==> src/serial_port_pkg.sv <==
// Shared constants and types of the serial port block.
package serial_port_pkg;

  // ==========================================================================
  // Register map
  localparam int          ADDR_W               = 8;
  localparam logic [7:0]  SERIAL_CONTROL_ADDR  = 8'h98;
  localparam logic [7:0]  DATA_ADDR            = 8'ha0;
  localparam logic [7:0]  POWER_CONTROL_ADDR   = 8'ha4;
  localparam logic [7:0]  BAUD_ADDR            = 8'ha8;
  localparam logic [7:0]  BIT_ACCESS_ADDR      = 8'hac;
  localparam logic [7:0]  SERIAL_CONTROL_RESET = 8'h00;
  localparam logic [15:0] BAUD_DIV_RESET       = 16'h0036;
  localparam logic [1:0]  RESP_OKAY            = 2'h0;
  localparam logic [1:0]  RESP_SLVERR          = 2'h2;

  // ==========================================================================
  // Field positions
  localparam int RX_DONE_POS       = 0;
  localparam int TX_DONE_POS       = 1;
  localparam int RX_NINTH_POS      = 2;
  localparam int TX_NINTH_POS      = 3;
  localparam int RX_ENABLE_POS     = 4;
  localparam int MULTIPROC_POS     = 5;
  localparam int MODE_LOW_POS      = 6;
  localparam int MODE_HIGH_POS     = 7;
  localparam int DOUBLE_RATE_POS   = 0;
  localparam int FRAMING_CHECK_POS = 6;
  localparam int BAUD_DOUBLE_POS   = 7;

  // ==========================================================================
  // Modes, rates and frame counts
  localparam logic [1:0]  MODE_SHIFT       = 2'h0;
  localparam logic [1:0]  MODE_UART8       = 2'h1;
  localparam logic [1:0]  MODE_UART9_FIXED = 2'h2;
  localparam logic [15:0] MODE0_DIV        = 16'h000c;
  localparam logic [15:0] MODE0_DIV_X2     = 16'h0006;
  localparam logic [15:0] MODE2_DIV_SLOW   = 16'h0040;
  localparam logic [15:0] MODE2_DIV_FAST   = 16'h0020;
  localparam int          OVERSAMPLE_LOG2  = 4;
  localparam logic [3:0]  OVERSAMPLE_LAST  = 4'hf;
  localparam logic [3:0]  MID_TICK         = 4'h7;
  localparam logic [3:0]  FRAME_8          = 4'h9;
  localparam logic [3:0]  FRAME_9          = 4'ha;
  localparam logic [3:0]  M0_LAST          = 4'h7;

  typedef enum logic [0:0] {TX_IDLE, TX_SHIFT} tx_state_t;
  typedef enum logic [1:0] {RX_IDLE, RX_START, RX_BITS} rx_state_t;

endpackage

==> src/bit_timer.sv <==
// Free-running divider that gives one enable pulse every divisor cycles.
`timescale 1ns/10ps
module bit_timer #(
  parameter int W = 16
) (
  input  wire logic         core_clk,
  input  wire logic         rstn,
  input  wire logic         clear,
  input  wire logic [W-1:0] divisor,
  output logic              tick
);

  typedef struct packed {
    logic [W-1:0] cnt;
  } timer_t;

  timer_t s;
  timer_t next_s;

  // A divisor of zero acts as one, so the pulse never stops.
  assign tick = !clear && ((divisor <= W'(1)) || (s.cnt >= divisor - W'(1)));

  // The count restarts on clear, so the first pulse lands a full period on.
  always_comb begin
    next_s = s;
    if (clear || tick) begin
      next_s.cnt = '0;
    end else begin
      next_s.cnt = s.cnt + W'(1);
    end
  end

  // State register.
  always_ff @(posedge core_clk) begin
    if (!rstn) begin
      s <= '0;
    end else begin
      s <= next_s;
    end
  end

endmodule

==> src/serial_port_with_framing_check.sv <==
// Serial port with shift mode, three UART modes and a framing check.
// What this block does
// RL1: Shift mode plus three full-duplex UART modes.
// RL2: Transmitter and receiver run independently, own rates except fixed mode 2.
// RL3: Framing check only async, only when enabled.
// RL4: Invalid stop bit sets framing error flag.
// RL5: Framing error clears only by write or reset.
// RL6: With check on, receive done at stop.
// RL7: Control bit 7 is error flag or mode.
// RL8: Two mode bits pick one of four modes.
// RL9: Mode 0 rate clock/12, or /6 doubled.
// RL10: Mode 2 rate /64 or /32, halved doubled.
// RL11: Multiprocessor bit gates reception in 9-bit modes.
// RL12: Receiver accepts data only while enabled.
// RL13: Ninth transmitted bit comes from control bit.
// RL14: Store ninth bit, or stop bit mode 1 with multiprocessor bit clear.
// RL15: Transmit done at bit 8 or stop start.
// RL16: Receive done at end of bit 8, mode 0.
// RL17: Control register resets to zero, bit access.
// RL18: Interrupt request while either done flag set.
`timescale 1ns/10ps
module serial_port_with_framing_check
  import serial_port_pkg::*;
(
  input  wire logic              core_clk,
  input  wire logic              rstn,
  input  wire logic [ADDR_W-1:0] awaddr,
  input  wire logic              awvalid,
  output logic                   awready,
  input  wire logic [31:0]       wdata,
  input  wire logic [3:0]        wstrb,
  input  wire logic              wvalid,
  output logic                   wready,
  output logic [1:0]             bresp,
  output logic                   bvalid,
  input  wire logic              bready,
  input  wire logic [ADDR_W-1:0] araddr,
  input  wire logic              arvalid,
  output logic                   arready,
  output logic [31:0]            rdata,
  output logic [1:0]             rresp,
  output logic                   rvalid,
  input  wire logic              rready,
  input  wire logic              rxdIn,
  output logic                   rxdOut,
  output logic                   rxdOe,
  output logic                   txdOut,
  output logic                   serialIrq
);

  // ==========================================================================
  // State
  typedef struct packed {
    logic              awReady;
    logic              wReady;
    logic              awHeld;
    logic              wHeld;
    logic [ADDR_W-1:0] awAddr;
    logic [31:0]       wData;
    logic [3:0]        wStrb;
    logic              bValid;
    logic [1:0]        bResp;
    logic              arReady;
    logic              rValid;
    logic [31:0]       rData;
    logic [1:0]        rResp;
    logic              fe;
    logic              msHigh;
    logic              msLow;
    logic              mpe;
    logic              ren;
    logic              txNinth;
    logic              rxNinth;
    logic              ti;
    logic              ri;
    logic              fce;
    logic              baudDouble;
    logic              x2;
    logic [15:0]       txDiv;
    logic [15:0]       rxDiv;
    logic [7:0]        rxBuf;
    tx_state_t         txState;
    logic              m0Recv;
    logic              m0High;
    logic [9:0]        txShift;
    logic [3:0]        txLeft;
    logic [3:0]        txSub;
    logic              txd;
    logic              rxdOut;
    logic              rxdOe;
    rx_state_t         rxState;
    logic [3:0]        rxSub;
    logic [3:0]        rxLeft;
    logic [8:0]        rxShift;
    logic [2:0]        rxSync;
    logic              rxLine;
    logic              irq;
  } state_t;

  state_t      s;
  state_t      next_s;
  logic [1:0]  mode;
  logic [7:0]  scValue;
  logic [15:0] fixedDiv;
  logic [15:0] txRate;
  logic [15:0] rxRate;
  logic        txTick;
  logic        rxTick;
  logic        ctlWrite;
  logic [7:0]  ctlByte;
  logic        dataWrite;
  logic        dataLast;
  logic        stopSample;
  logic [8:0]  rxNew;
  logic        rxAccept;

  // ==========================================================================
  // Mode decode and bit rates
  // RL8: mode from two bits
  assign mode = {s.msHigh, s.msLow};
  // RL7: bit 7 view depends on check enable
  assign scValue = {s.fce ? s.fe : s.msHigh, s.msLow, s.mpe, s.ren,
                    s.txNinth, s.rxNinth, s.ti, s.ri};
  // RL10: fixed mode 2 oversample divisor
  assign fixedDiv = ((s.baudDouble ? MODE2_DIV_FAST : MODE2_DIV_SLOW)
                     >> s.x2) >> OVERSAMPLE_LOG2;
  // RL9: mode 0 counts half bits to shape the shift clock
  assign txRate = (mode == MODE_SHIFT) ?
                  ((s.x2 ? MODE0_DIV_X2 : MODE0_DIV) >> 1) :
                  (mode == MODE_UART9_FIXED) ? fixedDiv : s.txDiv;
  // RL2: receiver has its own divisor
  assign rxRate = (mode == MODE_UART9_FIXED) ? fixedDiv : s.rxDiv;

  // Separate timers, so both directions run at once at different rates.
  bit_timer #(.W(16)) txTimer (
    .core_clk (core_clk),
    .rstn     (rstn),
    .clear    (s.txState == TX_IDLE),
    .divisor  (txRate),
    .tick     (txTick)
  );

  bit_timer #(.W(16)) rxTimer (
    .core_clk (core_clk),
    .rstn     (rstn),
    .clear    (s.rxState == RX_IDLE),
    .divisor  (rxRate),
    .tick     (rxTick)
  );

  // ==========================================================================
  // Next state: bus slave first, then the engines, so a set wins a clear.
  always_comb begin
    next_s     = s;
    ctlWrite   = 1'b0;
    ctlByte    = scValue;
    dataWrite  = 1'b0;
    dataLast   = 1'b0;
    stopSample = 1'b0;
    rxNew      = s.rxShift;
    rxAccept   = 1'b0;
    if (awvalid && s.awReady) begin
      next_s.awHeld = 1'b1;
      next_s.awAddr = awaddr;
    end
    if (wvalid && s.wReady) begin
      next_s.wHeld = 1'b1;
      next_s.wData = wdata;
      next_s.wStrb = wstrb;
    end
    if (s.bValid && bready) begin
      next_s.bValid = 1'b0;
    end
    if (s.awHeld && s.wHeld && !s.bValid) begin
      next_s.awHeld = 1'b0;
      next_s.wHeld  = 1'b0;
      next_s.bValid = 1'b1;
      next_s.bResp  = RESP_OKAY;
      if (s.awAddr == SERIAL_CONTROL_ADDR) begin
        ctlWrite = s.wStrb[0];
        ctlByte  = s.wData[7:0];
      end else if (s.awAddr == DATA_ADDR) begin
        dataWrite = s.wStrb[0];
      end else if (s.awAddr == POWER_CONTROL_ADDR) begin
        if (s.wStrb[0]) begin
          next_s.fce        = s.wData[FRAMING_CHECK_POS];
          next_s.baudDouble = s.wData[BAUD_DOUBLE_POS];
          next_s.x2         = s.wData[DOUBLE_RATE_POS];
        end
      end else if (s.awAddr == BAUD_ADDR) begin
        if (s.wStrb[0]) next_s.txDiv[7:0]  = s.wData[7:0];
        if (s.wStrb[1]) next_s.txDiv[15:8] = s.wData[15:8];
        if (s.wStrb[2]) next_s.rxDiv[7:0]  = s.wData[23:16];
        if (s.wStrb[3]) next_s.rxDiv[15:8] = s.wData[31:24];
      end else if (s.awAddr == BIT_ACCESS_ADDR) begin
        // RL17: single-bit access to the control register
        ctlWrite                 = s.wStrb[0];
        ctlByte[s.wData[2:0]]    = s.wData[3];
      end else begin
        next_s.bResp = RESP_SLVERR;
      end
    end
    next_s.awReady = !next_s.awHeld;
    next_s.wReady  = !next_s.wHeld;

    // Read channel; one answer stands until it is taken.
    if (s.rValid && rready) begin
      next_s.rValid = 1'b0;
    end
    if (arvalid && s.arReady) begin
      next_s.rValid = 1'b1;
      next_s.rResp  = RESP_OKAY;
      next_s.rData  = '0;
      if (araddr == SERIAL_CONTROL_ADDR || araddr == BIT_ACCESS_ADDR) begin
        next_s.rData[7:0] = scValue;
      end else if (araddr == DATA_ADDR) begin
        next_s.rData[7:0] = s.rxBuf;
      end else if (araddr == POWER_CONTROL_ADDR) begin
        next_s.rData[FRAMING_CHECK_POS] = s.fce;
        next_s.rData[BAUD_DOUBLE_POS]   = s.baudDouble;
        next_s.rData[DOUBLE_RATE_POS]   = s.x2;
      end else if (araddr == BAUD_ADDR) begin
        next_s.rData = {s.rxDiv, s.txDiv};
      end else begin
        next_s.rResp = RESP_SLVERR;
      end
    end
    next_s.arReady = !next_s.rValid;

    // RL7: bit 7 written as error flag or as mode bit
    if (ctlWrite) begin
      // RL5: only a write clears the error flag
      if (s.fce) begin
        next_s.fe = ctlByte[MODE_HIGH_POS];
      end else begin
        next_s.msHigh = ctlByte[MODE_HIGH_POS];
      end
      next_s.msLow   = ctlByte[MODE_LOW_POS];
      next_s.mpe     = ctlByte[MULTIPROC_POS];
      next_s.ren     = ctlByte[RX_ENABLE_POS];
      next_s.txNinth = ctlByte[TX_NINTH_POS];
      next_s.rxNinth = ctlByte[RX_NINTH_POS];
      next_s.ti      = ctlByte[TX_DONE_POS];
      next_s.ri      = ctlByte[RX_DONE_POS];
    end

    // Transmitter, which also runs the mode 0 shift in both directions.
    case (s.txState)
      TX_IDLE: begin
        next_s.txSub  = '0;
        next_s.m0High = 1'b0;
        // RL1: a data write starts the frame of the current mode
        if (dataWrite) begin
          next_s.txState = TX_SHIFT;
          next_s.m0Recv  = 1'b0;
          next_s.txd     = 1'b0;
          if (mode == MODE_SHIFT) begin
            next_s.txShift = {2'h3, s.wData[7:0]};
            next_s.rxdOut  = s.wData[0];
            next_s.rxdOe   = 1'b1;
            next_s.txLeft  = M0_LAST;
          end else begin
            // RL13: ninth bit from the control register
            next_s.txShift = {1'b1, mode[1] ? s.txNinth : 1'b1, s.wData[7:0]};
            next_s.txLeft  = mode[1] ? FRAME_9 : FRAME_8;
          end
        end else if (mode == MODE_SHIFT && s.ren && !s.ri) begin
          // RL12: shift reception only while enabled
          next_s.txState = TX_SHIFT;
          next_s.m0Recv  = 1'b1;
          next_s.txd     = 1'b0;
          next_s.rxdOe   = 1'b0;
          next_s.txLeft  = M0_LAST;
        end
      end
      TX_SHIFT: begin
        if (txTick && mode == MODE_SHIFT) begin
          if (!s.m0High) begin
            // Data is sampled on the rising shift clock.
            next_s.txd    = 1'b1;
            next_s.m0High = 1'b1;
            if (s.m0Recv) begin
              next_s.txShift = {2'h3, s.rxLine, s.txShift[7:1]};
            end
          end else begin
            next_s.m0High = 1'b0;
            if (s.txLeft == '0) begin
              next_s.txState = TX_IDLE;
              next_s.rxdOe   = 1'b0;
              // RL16: receive done at end of bit 8
              if (s.m0Recv) begin
                next_s.ri    = 1'b1;
                next_s.rxBuf = s.txShift[7:0];
              end else begin
                // RL15: transmit done at end of bit 8
                next_s.ti = 1'b1;
              end
            end else begin
              next_s.txd    = 1'b0;
              next_s.txLeft = s.txLeft - 4'h1;
              if (!s.m0Recv) begin
                next_s.txShift = {1'b1, s.txShift[9:1]};
                next_s.rxdOut  = s.txShift[1];
              end
            end
          end
        end else if (txTick) begin
          next_s.txSub = s.txSub + 4'h1;
          if (s.txSub == OVERSAMPLE_LAST) begin
            if (s.txLeft == '0) begin
              next_s.txState = TX_IDLE;
            end else begin
              next_s.txd     = s.txShift[0];
              next_s.txShift = {1'b1, s.txShift[9:1]};
              next_s.txLeft  = s.txLeft - 4'h1;
              // RL15: transmit done as the stop bit starts
              if (s.txLeft == 4'h1) next_s.ti = 1'b1;
            end
          end
        end
      end
      default: next_s.txState = TX_IDLE;
    endcase

    // Line filter: the first stage feeds only the second.
    next_s.rxSync = {s.rxSync[1:0], rxdIn};
    if (s.rxSync[1] == s.rxSync[2]) begin
      next_s.rxLine = s.rxSync[2];
    end

    // Asynchronous receiver, sampling mid-bit at sixteen ticks a bit.
    case (s.rxState)
      RX_IDLE: begin
        next_s.rxSub = '0;
        // RL12: start edge counts only while enabled
        if (s.ren && mode != MODE_SHIFT && s.rxLine && !next_s.rxLine) begin
          next_s.rxState = RX_START;
        end
      end
      RX_START: begin
        if (rxTick) begin
          next_s.rxSub = s.rxSub + 4'h1;
          if (s.rxSub == MID_TICK) begin
            // A start bit gone high by mid-bit was a glitch.
            next_s.rxSub   = '0;
            next_s.rxState = s.rxLine ? RX_IDLE : RX_BITS;
            next_s.rxLeft  = mode[1] ? FRAME_9 : FRAME_8;
          end
        end
      end
      RX_BITS: begin
        if (rxTick) begin
          next_s.rxSub = s.rxSub + 4'h1;
          if (s.rxSub == OVERSAMPLE_LAST) begin
            next_s.rxLeft = s.rxLeft - 4'h1;
            if (s.rxLeft != 4'h1) begin
              rxNew          = {s.rxLine, s.rxShift[8:1]};
              next_s.rxShift = rxNew;
              dataLast       = (s.rxLeft == 4'h2);
            end else begin
              stopSample     = 1'b1;
              next_s.rxState = RX_IDLE;
            end
          end
        end
      end
      default: next_s.rxState = RX_IDLE;
    endcase

    // RL6: completion point moves to the stop bit with the check on
    if ((dataLast && !s.fce) || (stopSample && s.fce)) begin
      // RL11: multiprocessor bit keeps frames whose ninth bit is high
      rxAccept = !s.ri && (!s.mpe || (mode[1] ? rxNew[8] :
                                      (stopSample ? s.rxLine : 1'b1)));
      if (rxAccept) begin
        next_s.ri    = 1'b1;
        next_s.rxBuf = mode[1] ? rxNew[7:0] : rxNew[8:1];
        // RL14: received ninth bit in 9-bit modes
        if (mode[1]) next_s.rxNinth = rxNew[8];
      end
    end
    if (stopSample) begin
      // RL3: stop check only when enabled; RL4: bad stop sets flag
      if (s.fce && !s.rxLine) next_s.fe = 1'b1;
      // RL14: mode 1 keeps the stop bit while the multiprocessor bit is clear
      if (mode == MODE_UART8 && !s.mpe) next_s.rxNinth = s.rxLine;
    end

    // RL18: request while either done flag stands
    next_s.irq = s.ti | s.ri;
  end

  // RL17: control fields clear to zero on reset
  always_ff @(posedge core_clk) begin
    if (!rstn) begin
      s        <= '0;
      s.txd    <= 1'b1;
      s.rxLine <= 1'b1;
      s.rxSync <= '1;
      s.txDiv  <= BAUD_DIV_RESET;
      s.rxDiv  <= BAUD_DIV_RESET;
    end else begin
      s <= next_s;
    end
  end

  // Every output comes straight from the state register.
  assign awready   = s.awReady;
  assign wready    = s.wReady;
  assign bresp     = s.bResp;
  assign bvalid    = s.bValid;
  assign arready   = s.arReady;
  assign rdata     = s.rData;
  assign rresp     = s.rResp;
  assign rvalid    = s.rValid;
  assign txdOut    = s.txd;
  assign rxdOut    = s.rxdOut;
  assign rxdOe     = s.rxdOe;
  assign serialIrq = s.irq;
endmodule

==> config.mk <==
export PLATFORM = sky130hd
export DESIGN_NAME = serial_port_with_framing_check
export DESIGN_NICKNAME = d
export VERILOG_FILES = /design/src/serial_port_pkg.sv /design/src/bit_timer.sv /design/src/serial_port_with_framing_check.sv
export SDC_FILE = /design/constraint.sdc
export NUM_CORES = 1
export LEC_CHECK = 0
export BUFFER_PORTS_ARGS = -buffer_cell sky130_fd_sc_hd__buf_4
export CELL_PAD_IN_SITES_DETAIL_PLACEMENT = 0
export CELL_PAD_IN_SITES_GLOBAL_PLACEMENT = 1
export CORE_MARGIN = 4
export CORE_UTILIZATION = 45
export DETAILED_ROUTE_END_ITERATION = 10
export GPL_TIMING_DRIVEN = 0
export MAX_ROUTING_LAYER = met4
export PLACE_DENSITY = 0.87
export SYNTH_ARGS = -nofsm -noshare
export SYNTH_HDL_FRONTEND = slang
export SYNTH_HIERARCHICAL = 1
export SYNTH_SLANG_ARGS = --single-unit
export TNS_END_PERCENT = 30
==> constraint.sdc <==
create_clock -name core_clk -period 5.5 [get_ports core_clk]
set_clock_uncertainty 0.05 [all_clocks]
set_input_delay 0.825 -clock core_clk [delete_from_list [all_inputs] [get_ports core_clk]]
set_output_delay 0.825 -clock core_clk [all_outputs]
set_load 0.01 [all_outputs]
==> impl_metrics.tcl <==
set metrics [dict create \
    path_clk_slew_ns 0.06 \
    cts-hold-fix-buffers 0 \
    yosysWarnings 6 \
    dieHeight_um 168 \
    fp.dieW_um 168 \
    fill_cells 2409 \
    async_flop_share_pct 0 \
    placed_area_um2 12700 \
    worst_slew_pin_slew_ns 0.913 \
    drt-initial-drc-count 824 \
    setup_viol 0 \
    maxSlewHeadroom_pct 38.1 \
    syn-cell-area_um2 11500 \
    core.rowCount 58 \
    worst_setup_path_end_kind "register" \
    maxCapViolCount 0 \
    mostFrequentLayoutCells "nand2_1, dfxtp_1, buf_4" \
    synth-seq-cells 217 \
    path_max_fanout 10 \
    firstDrtPassIters 5 \
    critPathKind "reg2reg" \
    synth_ff_type "dfxtp_1" \
    clockBufferDepth 3 \
    finalCriticalPeriod_ns 5.22 \
    drive_gt1_share_pct 17.9 \
    worstPathRequired_ns 5.91 \
    fin_nets 1640 \
    grt_use_total_pct 23.2 \
    route.detailed.drc 0 \
    fin_util_pct 54.2 \
    root_buffer "clkbuf_16" \
    seq_area_um2 4350 \
    cts_tree "done" \
    die_area_um2 28300 \
    vias 10289 \
    final_max_slew_viol_count 0 \
    overflow 0 \
    synth-edff-count 0 \
    tns_ns 0 \
    synth_seq_area_share_pct 37.6 \
    ir_drop_uv 178 \
    grt_max_degree 14 \
    ant_nets 0 \
    clock_latency_ns 0.53 \
    crit_buf_inv 3 \
    fin_area_um2 13600 \
    clock-sinks 217 \
    syn_area_per_cell_um2 8.26 \
    grt_pass1_vias 9753 \
    total_leakage_power_nw 5.23 \
    min_path_type "reg2reg" \
    cp_slowest_cell "mux2_2" \
    fin_crit_sh_pct 94.9 \
    port_buffers 100 \
    power.density_nw_per_um2 256 \
    cp-start-kind "register" \
    wirelength_mm 33.0 \
    hpwlAfterDp_mm 24.9 \
    multiInputGateArea_um2 6540 \
    htreeDepth 1 \
    crit_arrival_ns 5.63 \
    synthCells 1398 \
    synth_cell_types 81 \
    power_mw 3.49 \
    grt_pass1_wl_mm 52.3 \
    routedWlPerCell_um 17.6 \
    antenna_cells 0 \
    crit_path_cell_trace "buf_6 -> inv_1 -> nand2_2 -> mux2_2 -> nor4_4 -> nand3_1 -> or3_1 -> nor3_2 -> xnor2_1 -> ha_1 -> nand4_1 -> nor3_2 -> nand4_1 -> o21a_1 -> a31oi_4 -> and4_2 -> nand3b_1 -> clkbuf_4 -> mux2i_1 -> mux2_2 -> a21oi_1" \
    cts_buffers 26 \
    core_area_um2 25200 \
    gp_congestion 0.901 \
    ios 105 \
    status "complete, no violations" \
    max_freq_ghz 0.192 \
    crit_family "simple AND/OR/NAND/NOR gates" \
    areaGrowthSynthToFinish_pct 18.2 \
    initial_utilization_pct 45.8 \
    viasPerCell 5.48 \
    hold_viol 0 \
    layout_commonest_cell "nand2_1" \
    max_stage_delay_ns 0.42 \
    antenna_found_initial 1 \
    whs_ns 0.355 \
]
[final timing paths]
| kind | start | end | slack [ns] | cells after the start |
|---|---|---|---|---|
| setup / recovery | mode[0]$_SDFFE_PN0P_ | s[54]$_SDFF_PN0_ | 0.28 | 21 |
| hold / removal | next_s[3]$_SDFF_PN1_ | next_s[4]$_SDFF_PN1_ | 0.35 | 1 |
| setup reg to reg | mode[0]$_SDFFE_PN0P_ | s[54]$_SDFF_PN0_ | 0.28 | 21 |
| hold reg to reg | next_s[3]$_SDFF_PN1_ | next_s[4]$_SDFF_PN1_ | 0.35 | 1 |
[worst reg2reg max path: stages (launching register included)]
cell and delay (ns):
dfxtp_1 0.33, buf_6 0.15, inv_1 0.10, nand2_2 0.17, mux2_2 0.43, nor4_4 0.36
nand3_1 0.18, or3_1 0.39, nor3_2 0.14, xnor2_1 0.10, ha_1 0.30, nand4_1 0.16
nor3_2 0.25, nand4_1 0.20, o21a_1 0.25, a31oi_4 0.21, and4_2 0.33, nand3b_1 0.20
clkbuf_4 0.28, mux2i_1 0.17, mux2_2 0.29, a21oi_1 0.14
[synth_stat cells, types with 5 or more instances]
cell        n  area (µm²)
buf_2      12        60.1
and3b_1     5        43.8
nor2_1     86         323
a211oi_1   11        82.6
a31oi_1    16         100
nor2b_1     8        50.1
nor3_1     31         155
nand2_1   252         946
nand3b_1   14         105
o21ai_0    27         135
mux2_2     23         259
xor2_1     33         289
and3_1      7        43.8
nand2b_1    6        37.5
nor4_1      5        31.3
a21o_1      8        60.1
or3_1       9        56.3
xnor2_1    26         228
inv_1      31         116
nor3b_1    10        75.1
ha_1       51         638
buf_4      37         278
nor3_2     22         220
buf_1       9        33.8
nand4_1    15        93.8
a21oi_1   131         656
a221oi_1    8        70.1
mux2i_1    25         250
and2_1     40         250
o21ai_1     7        35.0
clkbuf_1   52         195
dfxtp_1   217        4340
nand3_1    72         360
[through the flow]
stage	worst slack [ns]	instances
global placement	-0.440	1829
detailed placement	-0.507	1829
global route	-0.0501	1876
finish	0.281	1876
floorplan	0.533	1399
CTS	0.0422	1876
[cells by family (layout without fill, tap and decap cells)]
logic type	after synthesis	count (layout)	synth area share [%]
buffers and inverters	146	293	6.34
xor gates and xnor gates	59	59	4.48
muxes	49	49	4.54
other	1	2	0.0325
DFF	217	217	37.6
and+or+nand+nor	614	614	26.8
adders and majority gates	51	51	5.53
AOI/OAI and AO/OA	261	261	14.6
[power by group]
| group | internal [mW] | switching (mW) |
|---|---|---|
| combinational | 0.0798 | 0.124 |
| sequential | 1.60 | 0.0194 |
| clock | 0.993 | 0.675 |
[per-layer routing]
layer | wire [µm] | global-route usage, %
met1 | 15100 | 31.3
met2 | 15200 | 36.5
met3 | 1910 | 3.38
met4 | 771 | 6.74
met5 | 0 | -
[final cells by class]
| cell class | count | share of cell area, % |
|---|---|---|
| Clock buffer | 38 | 5.54 |
| Clock inverter | 7 | 0.541 |
| Multi-Input combinational cell | 1036 | 47.9 |
| Inverter | 32 | 0.880 |
| Buffer | 114 | 4.63 |
| Sequential cell | 217 | 31.8 |
| Timing Repair Buffer | 102 | 5.61 |
| Tap cell | 330 | 3.03 |
[flip-flops by register name, summed over array words and instances, names as in the netlist, 2 cells and up]
signal and flops:
txTimer/s 16, mode 2, rxTimer/s 16, s 138
next_s 2, rdata 32
[timing repair]
item | 4_1_cts | 5_1_grt
gates resized for setup | 7 | 19
setup endpoints to repair | 24 | 34
pin swaps | 2 | 5
buffers inserted | 2 | 0
Note: power is estimated with default switching activity, not from simulation.
